File: src/hw/ask_consts.vh
// constants for the accessory switch and key control block
// assumes a 20 MHz core clock and a plain word-indexed register port
`ifndef ASK_CONSTS_VH
`define ASK_CONSTS_VH

// ----------------------------------------------------------------
// timing
// ----------------------------------------------------------------
`define ASK_CLK_HZ 20000000
`define ASK_MS_CYCLES (`ASK_CLK_HZ / 1000)
`define ASK_DEBOUNCE_MS 20
`define ASK_PSAVE_SAMPLE_MS 5
`define ASK_SHORT_PRESS_MS 300
`define ASK_LONG_PRESS_MS 1000
`define ASK_OVP_OFF_NS 1000
`define ASK_OTP_MAX_TRIPS 3'h7
`define ASK_BUTTONS 13

// ----------------------------------------------------------------
// register indices
// ----------------------------------------------------------------
`define ASK_REG_CTRL 3'h0
`define ASK_REG_MANSW 3'h1
`define ASK_REG_INT1 3'h2
`define ASK_REG_INT2 3'h3
`define ASK_REG_BTN1 3'h4
`define ASK_REG_BTN2 3'h5
`define ASK_REG_TIMING 3'h6
`define ASK_REG_STATUS 3'h7

// ----------------------------------------------------------------
// control register fields and reset value
// ----------------------------------------------------------------
`define ASK_CTRL_SWITCH_OPEN 0
`define ASK_CTRL_AUTO_SWITCH 1
`define ASK_CTRL_ALLOW 2
`define ASK_CTRL_RAW_DATA 3
`define ASK_CTRL_AUTO_PSAVE 4
`define ASK_CTRL_PSAVE 5
`define ASK_CTRL_RST 6'h1f
`define ASK_MANSW_RST 13'h0000
// timing: [7:0] wake-up period in ms, [15:8] idle time in 100 ms units
`define ASK_TIMING_RST 16'h6432
`define ASK_IDLE_UNIT_MS 100

// ----------------------------------------------------------------
// interrupt bit positions
// ----------------------------------------------------------------
`define ASK_INT1_DETACH 0
`define ASK_INT1_SHORT_PRESS 1
`define ASK_INT1_OVERVOLTAGE 2
`define ASK_INT1_OVERTEMP 3
`define ASK_INT1_RELEASED 4
`define ASK_INT2_LONG_PRESS 0
`define ASK_INT2_LONG_RELEASE 1
`define ASK_INT2_ADC_CHANGE 2
`define ASK_BTN2_UNKNOWN 5
`define ASK_BTN2_ERROR 6

// ----------------------------------------------------------------
// accessory types and modes
// ----------------------------------------------------------------
`define ASK_ACC_NONE 4'h0
`define ASK_ACC_AUDIO 4'h1
`define ASK_ACC_USB 4'h2
`define ASK_ACC_UART 4'h3
`define ASK_ACC_USB_CHG 4'h4
`define ASK_ACC_DED_CHG 4'h5
`define ASK_ACC_5W1_CHG 4'h6
`define ASK_ACC_5W2_CHG 4'h7
`define ASK_ACC_JUSB_OFF 4'h8
`define ASK_ACC_JUSB_ON 4'h9
`define ASK_ACC_JUART_OFF 4'ha
`define ASK_ACC_JUART_ON 4'hb
`define ASK_ACC_TTY 4'hc
`define ASK_ACC_UNK_PWR 4'hd
`define ASK_MODE_STANDBY 2'h0
`define ASK_MODE_ACTIVE 2'h1
`define ASK_MODE_PSAVE 2'h2

`endif

File: src/hw/ask_ctrl.v
// switch, pass transistor, protection, key and power-save control
// assumes identification and adc logic on clk; analog flags are async
//
// Chosen here: the placing of the registers and the strobed register port.
`include "ask_consts.vh"

module ask_ctrl #(
    parameter MS_CYCLES = `ASK_MS_CYCLES,
    parameter DEBOUNCE_MS = `ASK_DEBOUNCE_MS,
    parameter PSAVE_SAMPLE_MS = `ASK_PSAVE_SAMPLE_MS,
    parameter SHORT_PRESS_MS = `ASK_SHORT_PRESS_MS,
    parameter LONG_PRESS_MS = `ASK_LONG_PRESS_MS,
    parameter IDLE_UNIT_MS = `ASK_IDLE_UNIT_MS
) (
    // clock and reset
    input wire clk,
    input wire rst,
    // register port
    input wire [2:0] reg_addr,
    input wire [15:0] reg_wdata,
    input wire reg_wr,
    input wire reg_rd,
    output reg [15:0] reg_rdata,
    // identification and adc, same clock
    input wire acc_valid,
    input wire [3:0] acc_type,
    input wire [4:0] adc_result,
    // analog flags, asynchronous
    input wire overvoltage_in,
    input wire overtemp_in,
    input wire identification_line_open,
    input wire key_in,
    input wire switch_activity_in,
    input wire core_below_por_in,
    input wire bus_in_range_in,
    // switches, bit n-1 is switch n
    output reg [9:0] sw_on,
    output reg pass_transistor_block,
    // pins
    output reg charge_current_select_o,
    output reg charge_current_select_oe_n,
    output reg jig_oe_n,
    output reg boot_o,
    output reg host_interrupt_n
);

// ----------------------------------------------------------------
// input synchronisers
// ----------------------------------------------------------------
reg [6:0] meta_r;
reg [6:0] sync_r;
wire ovp_s = sync_r[0];
wire otp_s = sync_r[1];
wire idopen_s = sync_r[2];
wire key_s = sync_r[3];
wire act_s = sync_r[4];
wire por_low_s = sync_r[5];
wire bus_ok_s = sync_r[6];

always @(posedge clk)
begin
    if (rst)
    begin
        // id line idles open, so no false detach edge after reset
        meta_r <= 7'h04;
        sync_r <= 7'h04;
    end
    else
    begin
        meta_r <= {bus_in_range_in, core_below_por_in, switch_activity_in, key_in,
            identification_line_open, overtemp_in, overvoltage_in};
        sync_r <= meta_r;
    end
end

// ----------------------------------------------------------------
// millisecond tick
// ----------------------------------------------------------------
reg [15:0] div_r;
reg ms_tick_r;

always @(posedge clk)
begin
    if (rst || div_r == MS_CYCLES[15:0] - 16'h0001)
        div_r <= 16'h0000;
    else
        div_r <= div_r + 16'h0001;
    ms_tick_r <= !rst && div_r == MS_CYCLES[15:0] - 16'h0001;
end

// ----------------------------------------------------------------
// registers
// ----------------------------------------------------------------
reg [5:0] ctrl_r;
reg [12:0] mansw_r;
reg [4:0] int1_r;
reg [2:0] int2_r;
reg [7:0] btn1_r;
reg [6:0] btn2_r;
reg [15:0] timing_r;
reg [1:0] mode_r;
reg [3:0] type_r;
reg [2:0] otp_trips_r;

wire switch_open = ctrl_r[`ASK_CTRL_SWITCH_OPEN];
wire auto_switch = ctrl_r[`ASK_CTRL_AUTO_SWITCH];
wire allow = ctrl_r[`ASK_CTRL_ALLOW];
wire raw_data = ctrl_r[`ASK_CTRL_RAW_DATA];
wire auto_psave = ctrl_r[`ASK_CTRL_AUTO_PSAVE];
wire wr_hit_ctrl = reg_wr && reg_addr == `ASK_REG_CTRL;
wire rd_int1 = reg_rd && reg_addr == `ASK_REG_INT1;
wire rd_int2 = reg_rd && reg_addr == `ASK_REG_INT2;
wire rd_btn1 = reg_rd && reg_addr == `ASK_REG_BTN1;
wire rd_btn2 = reg_rd && reg_addr == `ASK_REG_BTN2;

// event pulses from the logic below
reg [4:0] int1_set;
reg [2:0] int2_set;
reg [7:0] btn1_set;
reg [6:0] btn2_set;
reg err_clr;

always @(posedge clk)
begin
    if (rst)
    begin
        ctrl_r <= `ASK_CTRL_RST;
        mansw_r <= `ASK_MANSW_RST;
        timing_r <= `ASK_TIMING_RST;
        int1_r <= 5'h00;
        int2_r <= 3'h0;
        btn1_r <= 8'h00;
        btn2_r <= 7'h00;
        reg_rdata <= 16'h0000;
    end
    else
    begin
        if (wr_hit_ctrl)
            ctrl_r <= reg_wdata[5:0];
        if (reg_wr && reg_addr == `ASK_REG_MANSW)
            mansw_r <= reg_wdata[12:0];
        if (reg_wr && reg_addr == `ASK_REG_TIMING)
            timing_r <= reg_wdata;
        // read clears, a coinciding set wins
        int1_r <= (int1_r & ~{5{rd_int1}}) | int1_set;
        int2_r <= (int2_r & ~{3{rd_int2}}) | int2_set;
        btn1_r <= (btn1_r & ~{8{rd_btn1}}) | btn1_set;
        btn2_r <= (btn2_r & ~{7{rd_btn2}}
            & ~({6'h00, err_clr} << `ASK_BTN2_ERROR)) | btn2_set;
        if (reg_rd)
        begin
            case (reg_addr)
                `ASK_REG_CTRL: reg_rdata <= {10'h000, ctrl_r};
                `ASK_REG_MANSW: reg_rdata <= {3'h0, mansw_r};
                `ASK_REG_INT1: reg_rdata <= {11'h000, int1_r};
                `ASK_REG_INT2: reg_rdata <= {13'h0000, int2_r};
                `ASK_REG_BTN1: reg_rdata <= {8'h00, btn1_r};
                `ASK_REG_BTN2: reg_rdata <= {9'h000, btn2_r};
                `ASK_REG_TIMING: reg_rdata <= timing_r;
                default: reg_rdata <= {7'h00, otp_trips_r, type_r, mode_r};
            endcase
        end
        else
            reg_rdata <= 16'h0000;
    end
end

// ----------------------------------------------------------------
// wake-up, idle and power-save sampling timers
// ----------------------------------------------------------------
reg [7:0] wake_ms_r;
reg [2:0] samp_ms_r;
reg [15:0] idle_ms_r;
wire wake_tick = ms_tick_r && wake_ms_r >= timing_r[7:0];
wire samp_tick = ms_tick_r && samp_ms_r == PSAVE_SAMPLE_MS[2:0] - 3'h1;
wire idle_done = idle_ms_r >= timing_r[15:8] * IDLE_UNIT_MS[7:0];
wire audio_like = type_r == `ASK_ACC_AUDIO || type_r == `ASK_ACC_TTY;
wire in_psave = mode_r == `ASK_MODE_PSAVE;

always @(posedge clk)
begin
    if (rst || wake_tick)
        wake_ms_r <= 8'h00;
    else if (ms_tick_r)
        wake_ms_r <= wake_ms_r + 8'h01;
    if (rst || samp_tick)
        samp_ms_r <= 3'h0;
    else if (ms_tick_r)
        samp_ms_r <= samp_ms_r + 3'h1;
    if (rst || act_s || mode_r != `ASK_MODE_ACTIVE)
        idle_ms_r <= 16'h0000;
    else if (ms_tick_r && !idle_done)
        idle_ms_r <= idle_ms_r + 16'h0001;
end

// id line watched every cycle when active, at wake ticks in power save
reg idopen_r;
reg key_r;
wire detach = !idopen_r && (in_psave ? (wake_tick && idopen_s) : idopen_s);

always @(posedge clk)
begin
    if (rst)
    begin
        idopen_r <= 1'b1;
        key_r <= 1'b0;
    end
    else
    begin
        if (!in_psave || wake_tick)
            idopen_r <= idopen_s;
        if (!in_psave || samp_tick)
            key_r <= key_s;
    end
end

// ----------------------------------------------------------------
// operating mode
// ----------------------------------------------------------------
always @(posedge clk)
begin
    if (rst)
    begin
        mode_r <= `ASK_MODE_STANDBY;
        type_r <= `ASK_ACC_NONE;
    end
    else
    begin
        case (mode_r)
            `ASK_MODE_STANDBY:
                if (acc_valid && acc_type != `ASK_ACC_NONE)
                begin
                    mode_r <= `ASK_MODE_ACTIVE;
                    type_r <= acc_type;
                end
            `ASK_MODE_ACTIVE:
                if (detach)
                    mode_r <= `ASK_MODE_STANDBY;
                else if (audio_like && auto_psave && idle_done)
                    mode_r <= `ASK_MODE_PSAVE;
                else if (audio_like && !auto_psave && ctrl_r[`ASK_CTRL_PSAVE])
                    mode_r <= `ASK_MODE_PSAVE;
            `ASK_MODE_PSAVE:
                if (detach)
                    mode_r <= `ASK_MODE_STANDBY;
                else if (auto_psave ? act_s : !ctrl_r[`ASK_CTRL_PSAVE])
                    mode_r <= `ASK_MODE_ACTIVE;
            default:
                mode_r <= `ASK_MODE_STANDBY;
        endcase
        if (detach)
            type_r <= `ASK_ACC_NONE;
    end
end

// ----------------------------------------------------------------
// over-voltage and over-temperature
// ----------------------------------------------------------------
reg ovp_r;
reg otp_r;
wire attach = mode_r == `ASK_MODE_STANDBY && acc_valid && acc_type != `ASK_ACC_NONE;
wire otp_lock = otp_trips_r == `ASK_OTP_MAX_TRIPS;

always @(posedge clk)
begin
    if (rst)
    begin
        ovp_r <= 1'b0;
        otp_r <= 1'b0;
        otp_trips_r <= 3'h0;
    end
    else
    begin
        ovp_r <= ovp_s;
        otp_r <= otp_s;
        if (attach)
            otp_trips_r <= 3'h0;
        else if (otp_s && !otp_r && !otp_lock)
            otp_trips_r <= otp_trips_r + 3'h1;
    end
end

// ----------------------------------------------------------------
// remote key timing
// ----------------------------------------------------------------
localparam K_IDLE = 2'h0;
localparam K_DEB = 2'h1;
localparam K_HOLD = 2'h2;
localparam K_LONG = 2'h3;
reg [1:0] kst_r;
reg [15:0] key_ms_r;
reg [4:0] adc_last_r;
reg [4:0] btn_code_r;
wire key_en = raw_data && type_r == `ASK_ACC_AUDIO && mode_r != `ASK_MODE_STANDBY;
wire [15:0] btn_hot = (btn_code_r < `ASK_BUTTONS) ? (16'h0001 << btn_code_r) : 16'h0000;

always @*
begin
    int1_set = 5'h00;
    int2_set = 3'h0;
    btn1_set = 8'h00;
    btn2_set = 7'h00;
    err_clr = 1'b0;
    int1_set[`ASK_INT1_DETACH] = detach;
    int1_set[`ASK_INT1_OVERVOLTAGE] = ovp_s && !ovp_r;
    int1_set[`ASK_INT1_OVERTEMP] = otp_s && !otp_r;
    int1_set[`ASK_INT1_RELEASED] = (ovp_r && !ovp_s)
        || (otp_r && !otp_s && !otp_lock);
    int2_set[`ASK_INT2_ADC_CHANGE] = !raw_data && type_r == `ASK_ACC_AUDIO
        && wake_tick && adc_result != adc_last_r;
    if (kst_r == K_IDLE && key_en && key_r)
        err_clr = 1'b1;
    if ((kst_r == K_HOLD && !key_r && key_ms_r >= SHORT_PRESS_MS[15:0])
        || (kst_r == K_HOLD && key_r && key_ms_r >= LONG_PRESS_MS[15:0]))
    begin
        btn1_set = btn_hot[7:0];
        btn2_set[4:0] = btn_hot[12:8];
        btn2_set[`ASK_BTN2_UNKNOWN] = btn_hot[12:0] == 13'h0000;
    end
    if (kst_r == K_HOLD && !key_r)
    begin
        int1_set[`ASK_INT1_SHORT_PRESS] = 1'b1;
        btn2_set[`ASK_BTN2_ERROR] = key_ms_r < SHORT_PRESS_MS[15:0];
    end
    if (kst_r == K_HOLD && key_r && key_ms_r >= LONG_PRESS_MS[15:0])
        int2_set[`ASK_INT2_LONG_PRESS] = 1'b1;
    if (kst_r == K_LONG && !key_r)
        int2_set[`ASK_INT2_LONG_RELEASE] = 1'b1;
end

always @(posedge clk)
begin
    if (rst)
    begin
        kst_r <= K_IDLE;
        key_ms_r <= 16'h0000;
        adc_last_r <= 5'h00;
        btn_code_r <= 5'h00;
    end
    else
    begin
        if (wake_tick)
            adc_last_r <= adc_result;
        if (ms_tick_r)
            key_ms_r <= key_ms_r + 16'h0001;
        case (kst_r)
            K_IDLE:
                if (key_en && key_r)
                begin
                    kst_r <= K_DEB;
                    key_ms_r <= 16'h0000;
                end
            K_DEB:
                if (!key_r || !key_en)
                    kst_r <= K_IDLE;
                else if (key_ms_r >= DEBOUNCE_MS[15:0])
                begin
                    kst_r <= K_HOLD;
                    key_ms_r <= 16'h0000;
                    // code taken while held; it is gone by release
                    btn_code_r <= adc_result;
                end
            K_HOLD:
                if (!key_r)
                    kst_r <= K_IDLE;
                else if (key_ms_r >= LONG_PRESS_MS[15:0])
                    kst_r <= K_LONG;
            K_LONG:
                if (!key_r)
                    kst_r <= K_IDLE;
            default:
                kst_r <= K_IDLE;
        endcase
    end
end

// ----------------------------------------------------------------
// switch map and outputs
// ----------------------------------------------------------------
function [9:0] auto_map;
    input [3:0] t;
    begin
        case (t)
            `ASK_ACC_AUDIO, `ASK_ACC_TTY: auto_map = 10'h258;
            `ASK_ACC_USB, `ASK_ACC_JUSB_OFF, `ASK_ACC_JUSB_ON: auto_map = 10'h0a4;
            `ASK_ACC_UART, `ASK_ACC_JUART_OFF, `ASK_ACC_JUART_ON: auto_map = 10'h203;
            `ASK_ACC_USB_CHG: auto_map = 10'h1a4;
            `ASK_ACC_DED_CHG: auto_map = 10'h180;
            `ASK_ACC_5W1_CHG, `ASK_ACC_5W2_CHG: auto_map = 10'h080;
            default: auto_map = 10'h000;
        endcase
    end
endfunction

wire block = !auto_switch || !switch_open || type_r == `ASK_ACC_UNK_PWR || !allow;
wire standby = mode_r == `ASK_MODE_STANDBY;
wire [9:0] sel = auto_switch ? auto_map(type_r) : mansw_r[9:0];
wire charger = type_r == `ASK_ACC_USB_CHG || type_r == `ASK_ACC_DED_CHG;
wire jig = type_r >= `ASK_ACC_JUSB_OFF && type_r <= `ASK_ACC_JUART_ON;
reg [9:0] sw_nxt;

always @*
begin
    sw_nxt = (standby || !switch_open) ? 10'h000 : sel;
    sw_nxt[7] = (!standby && sel[7] && switch_open && !block && !ovp_s
        && !otp_s && !otp_lock) || (por_low_s && bus_ok_s);
    sw_nxt[9] = sw_nxt[9] || !allow;
end

always @(posedge clk)
begin
    if (rst)
    begin
        sw_on <= 10'h200;
        pass_transistor_block <= 1'b0;
        charge_current_select_o <= 1'b0;
        charge_current_select_oe_n <= 1'b1;
        jig_oe_n <= 1'b1;
        boot_o <= 1'b0;
        host_interrupt_n <= 1'b1;
    end
    else
    begin
        sw_on <= sw_nxt;
        pass_transistor_block <= block;
        charge_current_select_o <= 1'b0;
        host_interrupt_n <= int1_r == 5'h00 && int2_r == 3'h0;
        if (standby)
        begin
            charge_current_select_oe_n <= 1'b1;
            jig_oe_n <= 1'b1;
            boot_o <= 1'b0;
        end
        else if (!auto_switch)
        begin
            charge_current_select_oe_n <= !mansw_r[10];
            jig_oe_n <= !mansw_r[11];
            boot_o <= mansw_r[12];
        end
        else
        begin
            charge_current_select_oe_n <= !charger;
            jig_oe_n <= !jig;
            boot_o <= type_r == `ASK_ACC_JUSB_ON || type_r == `ASK_ACC_JUART_ON;
        end
    end
end

endmodule // ask_ctrl

File: config.mk
export PLATFORM = sky130hd
export DESIGN_NAME = ask_ctrl
export DESIGN_NICKNAME = d
export VERILOG_FILES = /design/src/hw/ask_ctrl.v
export VERILOG_INCLUDE_DIRS = /design/src /design/src/hw
export SDC_FILE = /design/constraint.sdc
export NUM_CORES = 1
export LEC_CHECK = 0
export BUFFER_PORTS_ARGS = -buffer_cell sky130_fd_sc_hd__buf_2
export CORE_MARGIN = 3
export CORE_UTILIZATION = 24
export DETAILED_ROUTE_END_ITERATION = 10
export PLACE_DENSITY = 0.44
export SLEW_MARGIN = 30
export SYNTH_ARGS = -nofsm -noshare
export SYNTH_HDL_FRONTEND = slang
export SYNTH_SLANG_ARGS = --single-unit
File: constraint.sdc
create_clock -name clk -period 4.05 [get_ports clk]
set_input_delay 0.6075 -clock clk [delete_from_list [all_inputs] [get_ports clk]]
set_output_delay 0.6075 -clock clk [all_outputs]
set_load 0.05 [all_outputs]
==> reports/metrics.json, run 1 <==
{
  "power_and_ir_drop": {
    "vdd.ir_drop.worst_v": 0.0001751,
    "p_per_area_nw_per_um2": 359.5,
    "comb_power_share": 0.093,
    "net_switching_power_figure_mw": 1.104,
    "relative_contribution_of_the_clock_network_to_total_power": 0.415,
    "p_int_mw": 2.906,
    "power.share.switching": 0.2753,
    "p_leak_nw": 4.261,
    "power.share.sequential": 0.492
  },
  "placement": {
    "post-place-ws_ns": -0.3312,
    "hpwl_um": 19100,
    "globalplace.congestion": 0.7935,
    "port_buffer_count": 70
  },
  "synthesis": {
    "synth_area_leaders": "sky130_fd_sc_hd__dfxtp_1 42%, sky130_fd_sc_hd__ha_1 8.2%, sky130_fd_sc_hd__nand2_1 4.8%",
    "synth_warnings": 0,
    "synth_cells": 1039,
    "syn-cell-area_sq_um": 9198,
    "synthFlopType": "sky130_fd_sc_hd__dfxtp_1",
    "synthesis.nets": 1142,
    "sequential_cell_area_fraction_in_the_yosys_report": 0.4223,
    "edff_count_synth": 0,
    "post_synth.cell_area_avg_sq_um": 8.852,
    "async_flop_share": 0,
    "postSynthRegisterBits": 194,
    "synth_top_area_cell": "sky130_fd_sc_hd__dfxtp_1",
    "post-synth-top-area-fraction": 0.4223,
    "ys_types": 75
  },
  "clocking": {
    "cts_buf_count": 17,
    "clkTransAtPathRegs_ns": 0.08,
    "clk-insertion-delay-late_ns": 0.44,
    "clockBufferDepth": 2,
    "cts_root_buf": "sky130_fd_sc_hd__clkbuf_16",
    "tritoncts": "done",
    "numClockSinks": 194,
    "cts-htree-levels": 4
  },
  "timing": {
    "setup-violations-final": 14,
    "final.setup.worst_slack_ns": -0.1894,
    "timing_worst_slew_pin_value_ns": 0.9606,
    "timing.max_slew.rel_slack": 0.3547,
    "setup-tns-final_ns": -1.666,
    "post_route_clock_period_utilization": 1.047,
    "hold_fails_final_rpt": 0,
    "slew_violations": 0,
    "rsz0062_at_grt": "yes",
    "final_worst_path_period_need_ns": 4.239,
    "timing.fmax_ghz": 0.2359,
    "fin_skew_ns": 0.01612
  },
  "global_route": {
    "globalRoute.totalOverflow": 0,
    "global_route.usage.total": 0.1273,
    "grt_first_pass_wirelength_um": 41460,
    "antenna_found_initial": 0,
    "pin_count_of_the_biggest_net_entering_global_routing": 33,
    "number_of_global_route_vias_before_repair": 7368
  },
  "hold_path": {
    "hold_class": "in -> reg"
  },
  "floorplan": {
    "fp.dieArea_sq_um": 40710,
    "core-area_sq_um": 37760,
    "io_pins": 72,
    "initial_core_util": 0.2436,
    "die-height_um": 201.8,
    "rows": 71,
    "die_width_um": 201.8
  },
  "detailed_routing": {
    "detail_route.first_pass.iterations": 5,
    "drt_iter0_drc": 410,
    "detailroute.via_count": 7529,
    "routed_wirelength_um": 25710,
    "antenna_left": 0,
    "detail_route.vias_per_cell": 4.582,
    "routed_wire_length_per_instance_um": 15.65,
    "route.detailed.drc": 0
  },
  "critical_path": {
    "worst-endpoint-arrival_ns": 4.61,
    "worst_setup_path_start_kind": "flop",
    "worstPathMaxFanout": 6,
    "critical_path.endpoint_type": "flop",
    "cp_data_required_time_ns": 4.42,
    "timing.setup.critical_path_class": "reg -> reg"
  },
  "layout": {
    "drive_gt1_frac": 0.1829,
    "syn_to_final_growth_pct": 21.26,
    "antenna_cells": 0,
    "layout.nets": 1222
  },
  "flow_run": {
    "max_cap_viol_count": 0
  },
  "status": {
    "result_of_the_run": "finished with violations",
    "failed_checks": "negative setup slack"
  }
}
critical path: stages, from the launching register on:
cell and delay, ns:
sky130_fd_sc_hd__dfxtp_4 0.37, sky130_fd_sc_hd__ha_4 0.27, sky130_fd_sc_hd__ha_4 0.19, sky130_fd_sc_hd__fa_1 0.52, sky130_fd_sc_hd__ha_4 0.21, sky130_fd_sc_hd__buf_4 0.13
sky130_fd_sc_hd__a21oi_2 0.10, sky130_fd_sc_hd__nor2b_1 0.07, sky130_fd_sc_hd__nor3_2 0.13, sky130_fd_sc_hd__nor2_2 0.07, sky130_fd_sc_hd__o41ai_2 0.24, sky130_fd_sc_hd__xnor2_1 0.19
sky130_fd_sc_hd__ha_1 0.29, sky130_fd_sc_hd__nand4b_1 0.15, sky130_fd_sc_hd__a2111oi_2 0.06, sky130_fd_sc_hd__o41ai_2 0.08, sky130_fd_sc_hd__nand4_1 0.22, sky130_fd_sc_hd__buf_6 0.19
sky130_fd_sc_hd__buf_6 0.12, sky130_fd_sc_hd__buf_6 0.11, sky130_fd_sc_hd__or3_4 0.35, sky130_fd_sc_hd__a21oi_2 0.11
layer usage:
layer / routed length, um / part of all wire / vias up / GRT usage
li1: - / - / 3809 / -
met1: 12630 / 0.49 / 3598 / 0.1753
met2: 11980 / 0.47 / 102 / 0.2078
met3: 787 / 0.031 / 20 / 0.02508
met4: 308 / 0.012 / 0 / 0.02716
met5: 0 / 0 / - / 0
cells by family (layout without fill, tap and decap cells):
logic type | count (synthesis) | in the layout | share of synthesized area
mux | 36 | 36 | 0.04299
compound gates | 196 | 196 | 0.1435
xor+xnor | 51 | 51 | 0.04856
fa+ha+maj | 63 | 63 | 0.08815
other cells | 1 | 1 | 0.0004077
flops | 194 | 194 | 0.4223
simple gates | 403 | 403 | 0.2137
buf+inv | 95 | 188 | 0.04040
final timing paths:
path	start	end	slack, ns	cells after the start
setup / recovery	timing_r[10]	idle_ms_r[8]	-0.19	21
setup reg to reg	timing_r[10]	idle_ms_r[8]	-0.19	21
hold reg to reg	meta_r[2]	sync_r[2]	0.43	1
hold / removal	identification_line_open	meta_r[2]	0.35	2
registers in the layout (all words and copies together), names as in the netlist, 6 cells and up, named ones only:
signal     cells
btn1_r         8
btn2_r         7
ctrl_r         6
div_r         16
idle_ms_r     16
key_ms_r      16
mansw_r       13
meta_r         7
reg_rdata     16
sw_on         10
sync_r         7
timing_r      16
wake_ms_r      8
cell usage in the layout (no fill, tap or decap), types with 26 or more instances in the layout:
cell	n
sky130_fd_sc_hd__mux2i_1	26
sky130_fd_sc_hd__buf_4	32
sky130_fd_sc_hd__buf_2	70
sky130_fd_sc_hd__a21oi_1	61
sky130_fd_sc_hd__nor2_1	117
sky130_fd_sc_hd__nand2_1	118
sky130_fd_sc_hd__dfxtp_1	190
sky130_fd_sc_hd__inv_1	46
sky130_fd_sc_hd__ha_1	51
sky130_fd_sc_hd__xor2_1	34
sky130_fd_sc_hd__nand3_1	34
sky130_fd_sc_hd__o21ai_0	28
power groups by stage:
stage	Sequential [mW]	Clock [mW]	Combinational (mW)
after floorplan	2.03	0	0.213
after global placement	2.02	0	0.354
after detailed placement	2.02	0	0.353
after CTS	1.97	1.72	0.372
after global routing	1.98	1.80	0.414
final	1.97	1.66	0.373
per-stage QoR:
stage / instances / utilization / hold WS (ns) / total power [mW] / area, sq um
detailed placement: 1605 / 0.2724 / 0.4234 / 2.372 / 10290
floorplan: 1039 / - / 0.3883 / 2.240 / 9224
CTS: 1642 / 0.2931 / 0.3324 / 4.062 / 11070
global placement: 1605 / 0.2723 / 0.4199 / 2.372 / 10280
finish: 1643 / 0.2954 / 0.3548 / 4.010 / 11150
global route: 1643 / 0.2954 / 0.3346 / 4.193 / 11150
synthesized netlist by cell type, types with 7 or more instances:
cell and count:
sky130_fd_sc_hd__a21oi_1 66, sky130_fd_sc_hd__a22oi_1 7, sky130_fd_sc_hd__a31oi_1 9, sky130_fd_sc_hd__a32o_1 14
sky130_fd_sc_hd__and3_1 7, sky130_fd_sc_hd__buf_1 7, sky130_fd_sc_hd__clkbuf_1 32, sky130_fd_sc_hd__dfxtp_1 194
sky130_fd_sc_hd__ha_1 60, sky130_fd_sc_hd__inv_1 47, sky130_fd_sc_hd__mux2_2 8, sky130_fd_sc_hd__mux2i_1 26
sky130_fd_sc_hd__nand2_1 118, sky130_fd_sc_hd__nand2b_1 11, sky130_fd_sc_hd__nand3_1 34, sky130_fd_sc_hd__nand4_1 17
sky130_fd_sc_hd__nor2_1 118, sky130_fd_sc_hd__nor2b_1 26, sky130_fd_sc_hd__nor3_1 9, sky130_fd_sc_hd__nor4_1 7
sky130_fd_sc_hd__o211ai_1 7, sky130_fd_sc_hd__o21ai_0 29, sky130_fd_sc_hd__o31ai_1 12, sky130_fd_sc_hd__or3_1 8
sky130_fd_sc_hd__or4_1 11, sky130_fd_sc_hd__xnor2_1 17, sky130_fd_sc_hd__xor2_1 34
area by class of cell:
class	instances	area, sq um
fillers	4023	26600
multi-input cells	750	5195
flip-flops and latches	194	3896
repair buffers	108	666.9
well taps	511	639.4
clock buffers	18	429.2
inverters	48	180.2
clock inverters	14	146.4
timing repair:
item	in CTS	in global routing
resized for setup	32	16
buffers inserted	5	1
pin swaps	14	14
hold buffers	0	0
endpoints found under the setup margin	18	18
Note: power is estimated with default switching activity, not from simulation.
==> inputs of run 2 (changes only) <==
--- a/config.mk
+++ b/config.mk
@@ -12,4 +12,5 @@
 export DETAILED_ROUTE_END_ITERATION = 10
 export PLACE_DENSITY = 0.44
+export REMOVE_ABC_BUFFERS = 1
 export SLEW_MARGIN = 30
 export SYNTH_ARGS = -nofsm -noshare
==> constraint.sdc (replaced) <==
create_clock -name clk -period 4.05 [get_ports clk]
set_input_delay 0.405 -clock clk [delete_from_list [all_inputs] [get_ports clk]]
set_output_delay 0.405 -clock clk [all_outputs]
set_load 0.05 [all_outputs]
==> run 2 against run 1 <==
Against the previous run: the flow still finishes with violations (negative setup slack); clock skew about the same; sequential share of layout area is 0.16 points higher; total power rose by 1.6%; worst hold slack got worse by 0.17 ns; sequential power barely moved; final area shrank 0.48%; critical path depth is 1 lower; clock power grew 5%; final cell count down 0.24%; critical endpoint is now idle_ms_r[5]; largest power group unchanged; highest routed layer is now met5.
==> reports/metrics.json, run 2 (synthesized netlist as in run 1, its figures left out) <==
{
  "status": {
    "result_of_the_run": {"value": "finished with violations", "change": "unchanged"},
    "failed_checks": {"value": "negative setup slack", "change": "unchanged"}
  },
  "layout": {
    "fillerInstances": {"value": 3994, "change": "was 4,023"},
    "final_cell_mix": {"value": "191 x sky130_fd_sc_hd__dfxtp_1, 118 x sky130_fd_sc_hd__nor2_1, 118 x sky130_fd_sc_hd__nand2_1", "change": "was 190 x sky130_fd_sc_hd__dfxtp_1, 118 x sky130_fd_sc_hd__nand2_1, 117 x sky130_fd_sc_hd__nor2_1"},
    "utilization": {"value": 0.2940, "change": "was 0.2954"},
    "regArea": {"value": 3895, "unit": "sq um", "change": "was 3896 sq um"},
    "total_area_of_multi_input_combinational_cells": {"value": 5107, "unit": "sq um", "change": "was 5195 sq um"},
    "layout.nets": {"value": 1218, "change": "was 1,222"},
    "drive_gt1_frac": {"value": 0.1659, "change": "was 0.1829"},
    "syn_to_final_growth": {"value": 20.68, "unit": "%", "change": "was 21.26%"},
    "final_common_cell": {"value": "sky130_fd_sc_hd__dfxtp_1", "change": "unchanged"}
  },
  "detailed_routing": {
    "routed_wire_length_per_instance": {"value": 16.24, "unit": "um", "change": "was 15.65 um"},
    "detail_route.first_pass.iterations": {"value": 5, "change": "unchanged"},
    "drt_iter0_drc": {"value": 441, "change": "was 410"},
    "route.detailed.drc": {"value": 0, "change": "unchanged"},
    "antenna_left": {"value": 0, "change": "unchanged"},
    "routed_wirelength": {"value": 26610, "unit": "um", "change": "was 25,710 um"},
    "detailroute.via_count": {"value": 7498, "change": "was 7,529"},
    "detail_route.vias_per_cell": {"value": 4.575, "change": "was 4.582"}
  },
  "power_and_ir_drop": {
    "vdd.ir_drop.worst": {"value": 0.0002460, "unit": "V", "change": "was 0.0001751 V"},
    "p_per_area": {"value": 367.2, "unit": "nW/um^2", "change": "was 359.5 nW/um^2"},
    "p_leak": {"value": 4.250, "unit": "nW", "change": "was 4.261 nW"},
    "p_total": {"value": 4.075, "unit": "mW", "change": "was 4.010 mW"}
  },
  "critical_path": {
    "timing.critical_path.from": {"value": "timing_r[10]", "change": "unchanged"},
    "critical_path.reg2reg.startpoint": {"value": "timing_r[10]", "change": "unchanged"},
    "timing.setup.critical_path_class": {"value": "reg -> reg", "change": "unchanged"},
    "worst-endpoint-arrival": {"value": 4.74, "unit": "ns", "change": "was 4.61 ns"},
    "worstPathMaxFanout": {"value": 7, "change": "was 6"},
    "worst_setup_path_start_kind": {"value": "flop", "change": "unchanged"},
    "critical_path.endpoint_type": {"value": "flop", "change": "unchanged"},
    "cp_data_required_time": {"value": 4.42, "unit": "ns", "change": "about the same"}
  },
  "floorplan": {
    "die-height": {"value": 201.8, "unit": "um", "change": "unchanged"},
    "io_pins": {"value": 72, "change": "unchanged"},
    "die_width": {"value": 201.8, "unit": "um", "change": "unchanged"},
    "fp.dieArea": {"value": 40710, "unit": "sq um", "change": "unchanged"},
    "rows": {"value": 71, "change": "unchanged"},
    "initial_core_util": {"value": 0.2436, "change": "unchanged"},
    "core-area": {"value": 37760, "unit": "sq um", "change": "unchanged"}
  },
  "placement": {
    "hpwl": {"value": 19290, "unit": "um", "change": "was 19,100 um"},
    "port_buffer_count": {"value": 70, "change": "unchanged"},
    "post-place-ws": {"value": -0.4882, "unit": "ns", "change": "was -0.3312 ns"},
    "globalplace.congestion": {"value": 0.7693, "change": "was 0.7935"}
  },
  "global_route": {
    "pin_count_of_the_biggest_net_entering_global_routing": {"value": 52, "change": "was 33"},
    "global_route.usage.total": {"value": 0.1310, "change": "was 0.1273"},
    "grt_first_pass_wirelength": {"value": 42010, "unit": "um", "change": "was 41,460 um"},
    "number_of_global_route_vias_before_repair": {"value": 7209, "change": "was 7,368"},
    "antenna_found_initial": {"value": 4, "change": "was 0"},
    "globalRoute.totalOverflow": {"value": 0, "change": "unchanged"}
  },
  "timing": {
    "final.setup.worst_slack": {"value": -0.3209, "unit": "ns", "change": "was -0.1894 ns"},
    "timing.max_slew.rel_slack": {"value": 0.3655, "change": "was 0.3547"},
    "timing.fmax": {"value": 0.2288, "unit": "GHz", "change": "was 0.2359 GHz"},
    "hold_fails_final_rpt": {"value": 0, "change": "unchanged"},
    "fin_skew": {"value": 0.01564, "unit": "ns", "change": "was 0.01612 ns"},
    "rsz0062_at_grt": {"value": "yes", "change": "unchanged"},
    "slew_violations": {"value": 0, "change": "unchanged"},
    "post_route_clock_period_utilization": {"value": 1.079, "change": "was 1.047"},
    "setup-violations-final": {"value": 16, "change": "was 14"},
    "timing_worst_slew_pin_value": {"value": 0.9507, "unit": "ns", "change": "was 0.9606 ns"},
    "final_worst_path_period_need": {"value": 4.371, "unit": "ns", "change": "was 4.239 ns"},
    "setup-tns-final": {"value": -4.050, "unit": "ns", "change": "was -1.666 ns"}
  },
  "clocking": {
    "clockBufferDepth": {"value": 2, "change": "unchanged"},
    "cts_root_buf": {"value": "sky130_fd_sc_hd__clkbuf_16", "change": "unchanged"},
    "clkTransAtPathRegs": {"value": 0.08, "unit": "ns", "change": "about the same"},
    "cts_buf_count": {"value": 17, "change": "unchanged"},
    "ctsHoldBuffers": {"value": 0, "change": "unchanged"},
    "cts-htree-levels": {"value": 4, "change": "unchanged"},
    "tritoncts": {"value": "done", "change": "unchanged"},
    "clk-insertion-delay-late": {"value": 0.44, "unit": "ns", "change": "about the same"},
    "numClockSinks": {"value": 194, "change": "unchanged"}
  },
  "flow_run": {
    "max_cap_viol_count": {"value": 0, "change": "unchanged"}
  },
  "hold_path": {
    "hold_class": {"value": "in -> reg", "change": "unchanged"},
    "holdCritStartpoint": {"value": "bus_in_range_in", "change": "was identification_line_open"}
  }
}
[run 2: cell types whose count changed in the layout (fill, tap and decap cells not counted), moves of 3 or more]
cell                         before  now
sky130_fd_sc_hd__buf_4           32   28
sky130_fd_sc_hd__clkinv_8         3    0
sky130_fd_sc_hd__clkinvlp_4       2    5
sky130_fd_sc_hd__inv_8            3    0
sky130_fd_sc_hd__o31ai_1          8   11
[run 2: metrics by stage]
stage               hold WS [ns]  cells  cell area, sq um
detailed placement        0.3997   1598             10210
global route              0.1729   1639             11100
CTS                       0.1565   1638             11050
global placement          0.4012   1598             10210
floorplan                 0.3883    992              9006
finish                    0.1808   1639             11100
[run 2: worst paths after layout]
| check | end | slack (ns) | depth (start not counted) |
|---|---|---|---|
| max | idle_ms_r[5] | -0.32 | 20 |
| max reg2reg | idle_ms_r[5] | -0.32 | 20 |
| min | meta_r[6] | 0.18 | 2 |
| min reg2reg | sync_r[2] | 0.41 | 1 |
[run 2: worst max-delay path: stages (launching register included)]
cell	delay (ns)
sky130_fd_sc_hd__dfxtp_4	0.37
sky130_fd_sc_hd__ha_4	0.24
sky130_fd_sc_hd__ha_4	0.24
sky130_fd_sc_hd__fa_1	0.55
sky130_fd_sc_hd__ha_4	0.21
sky130_fd_sc_hd__buf_6	0.11
sky130_fd_sc_hd__a21oi_2	0.11
sky130_fd_sc_hd__nor2b_1	0.07
sky130_fd_sc_hd__nor3_1	0.13
sky130_fd_sc_hd__nor2_1	0.09
sky130_fd_sc_hd__o41ai_2	0.23
sky130_fd_sc_hd__xnor2_1	0.20
sky130_fd_sc_hd__ha_1	0.30
sky130_fd_sc_hd__nand4b_1	0.14
sky130_fd_sc_hd__a2111oi_2	0.06
sky130_fd_sc_hd__o41ai_2	0.07
sky130_fd_sc_hd__nand4_1	0.22
sky130_fd_sc_hd__buf_12	0.19
sky130_fd_sc_hd__buf_12	0.12
sky130_fd_sc_hd__or4_4	0.51
sky130_fd_sc_hd__a21oi_2	0.14
[run 2: per-layer routing]
| layer | part of all wire | GRT usage |
|---|---|---|
| met1 | 0.50 | 0.1872 |
| met2 | 0.46 | 0.2058 |
| met3 | 0.037 | 0.02589 |
| met4 | 0.0083 | 0.02741 |
| met5 | 0.0012 | 0 |
[run 2: what timing repair did]
action | 4_1_cts | 5_1_grt
setup endpoints to repair | 18 | 18
setup buffers | 7 | 0
pin swaps | 14 | 6
gates cloned | 2 | 0
gates resized for setup | 27 | 8
[run 2: area by class of cell]
cell class / count / area share
clock inverters: 11 / 0.01161
well taps: 511 / 0.05760
clock buffers: 20 / 0.04115
multi-input cells: 750 / 0.4602
diodes: 1 / 0.0002255
inverters: 48 / 0.01623
flip-flops and latches: 194 / 0.3509
repair buffers: 104 / 0.06211
[run 2: power breakdown]
group          switching (mW)  internal (mW)
sequential             0.0297           1.94
clock                   0.790          0.945
combinational           0.229          0.141
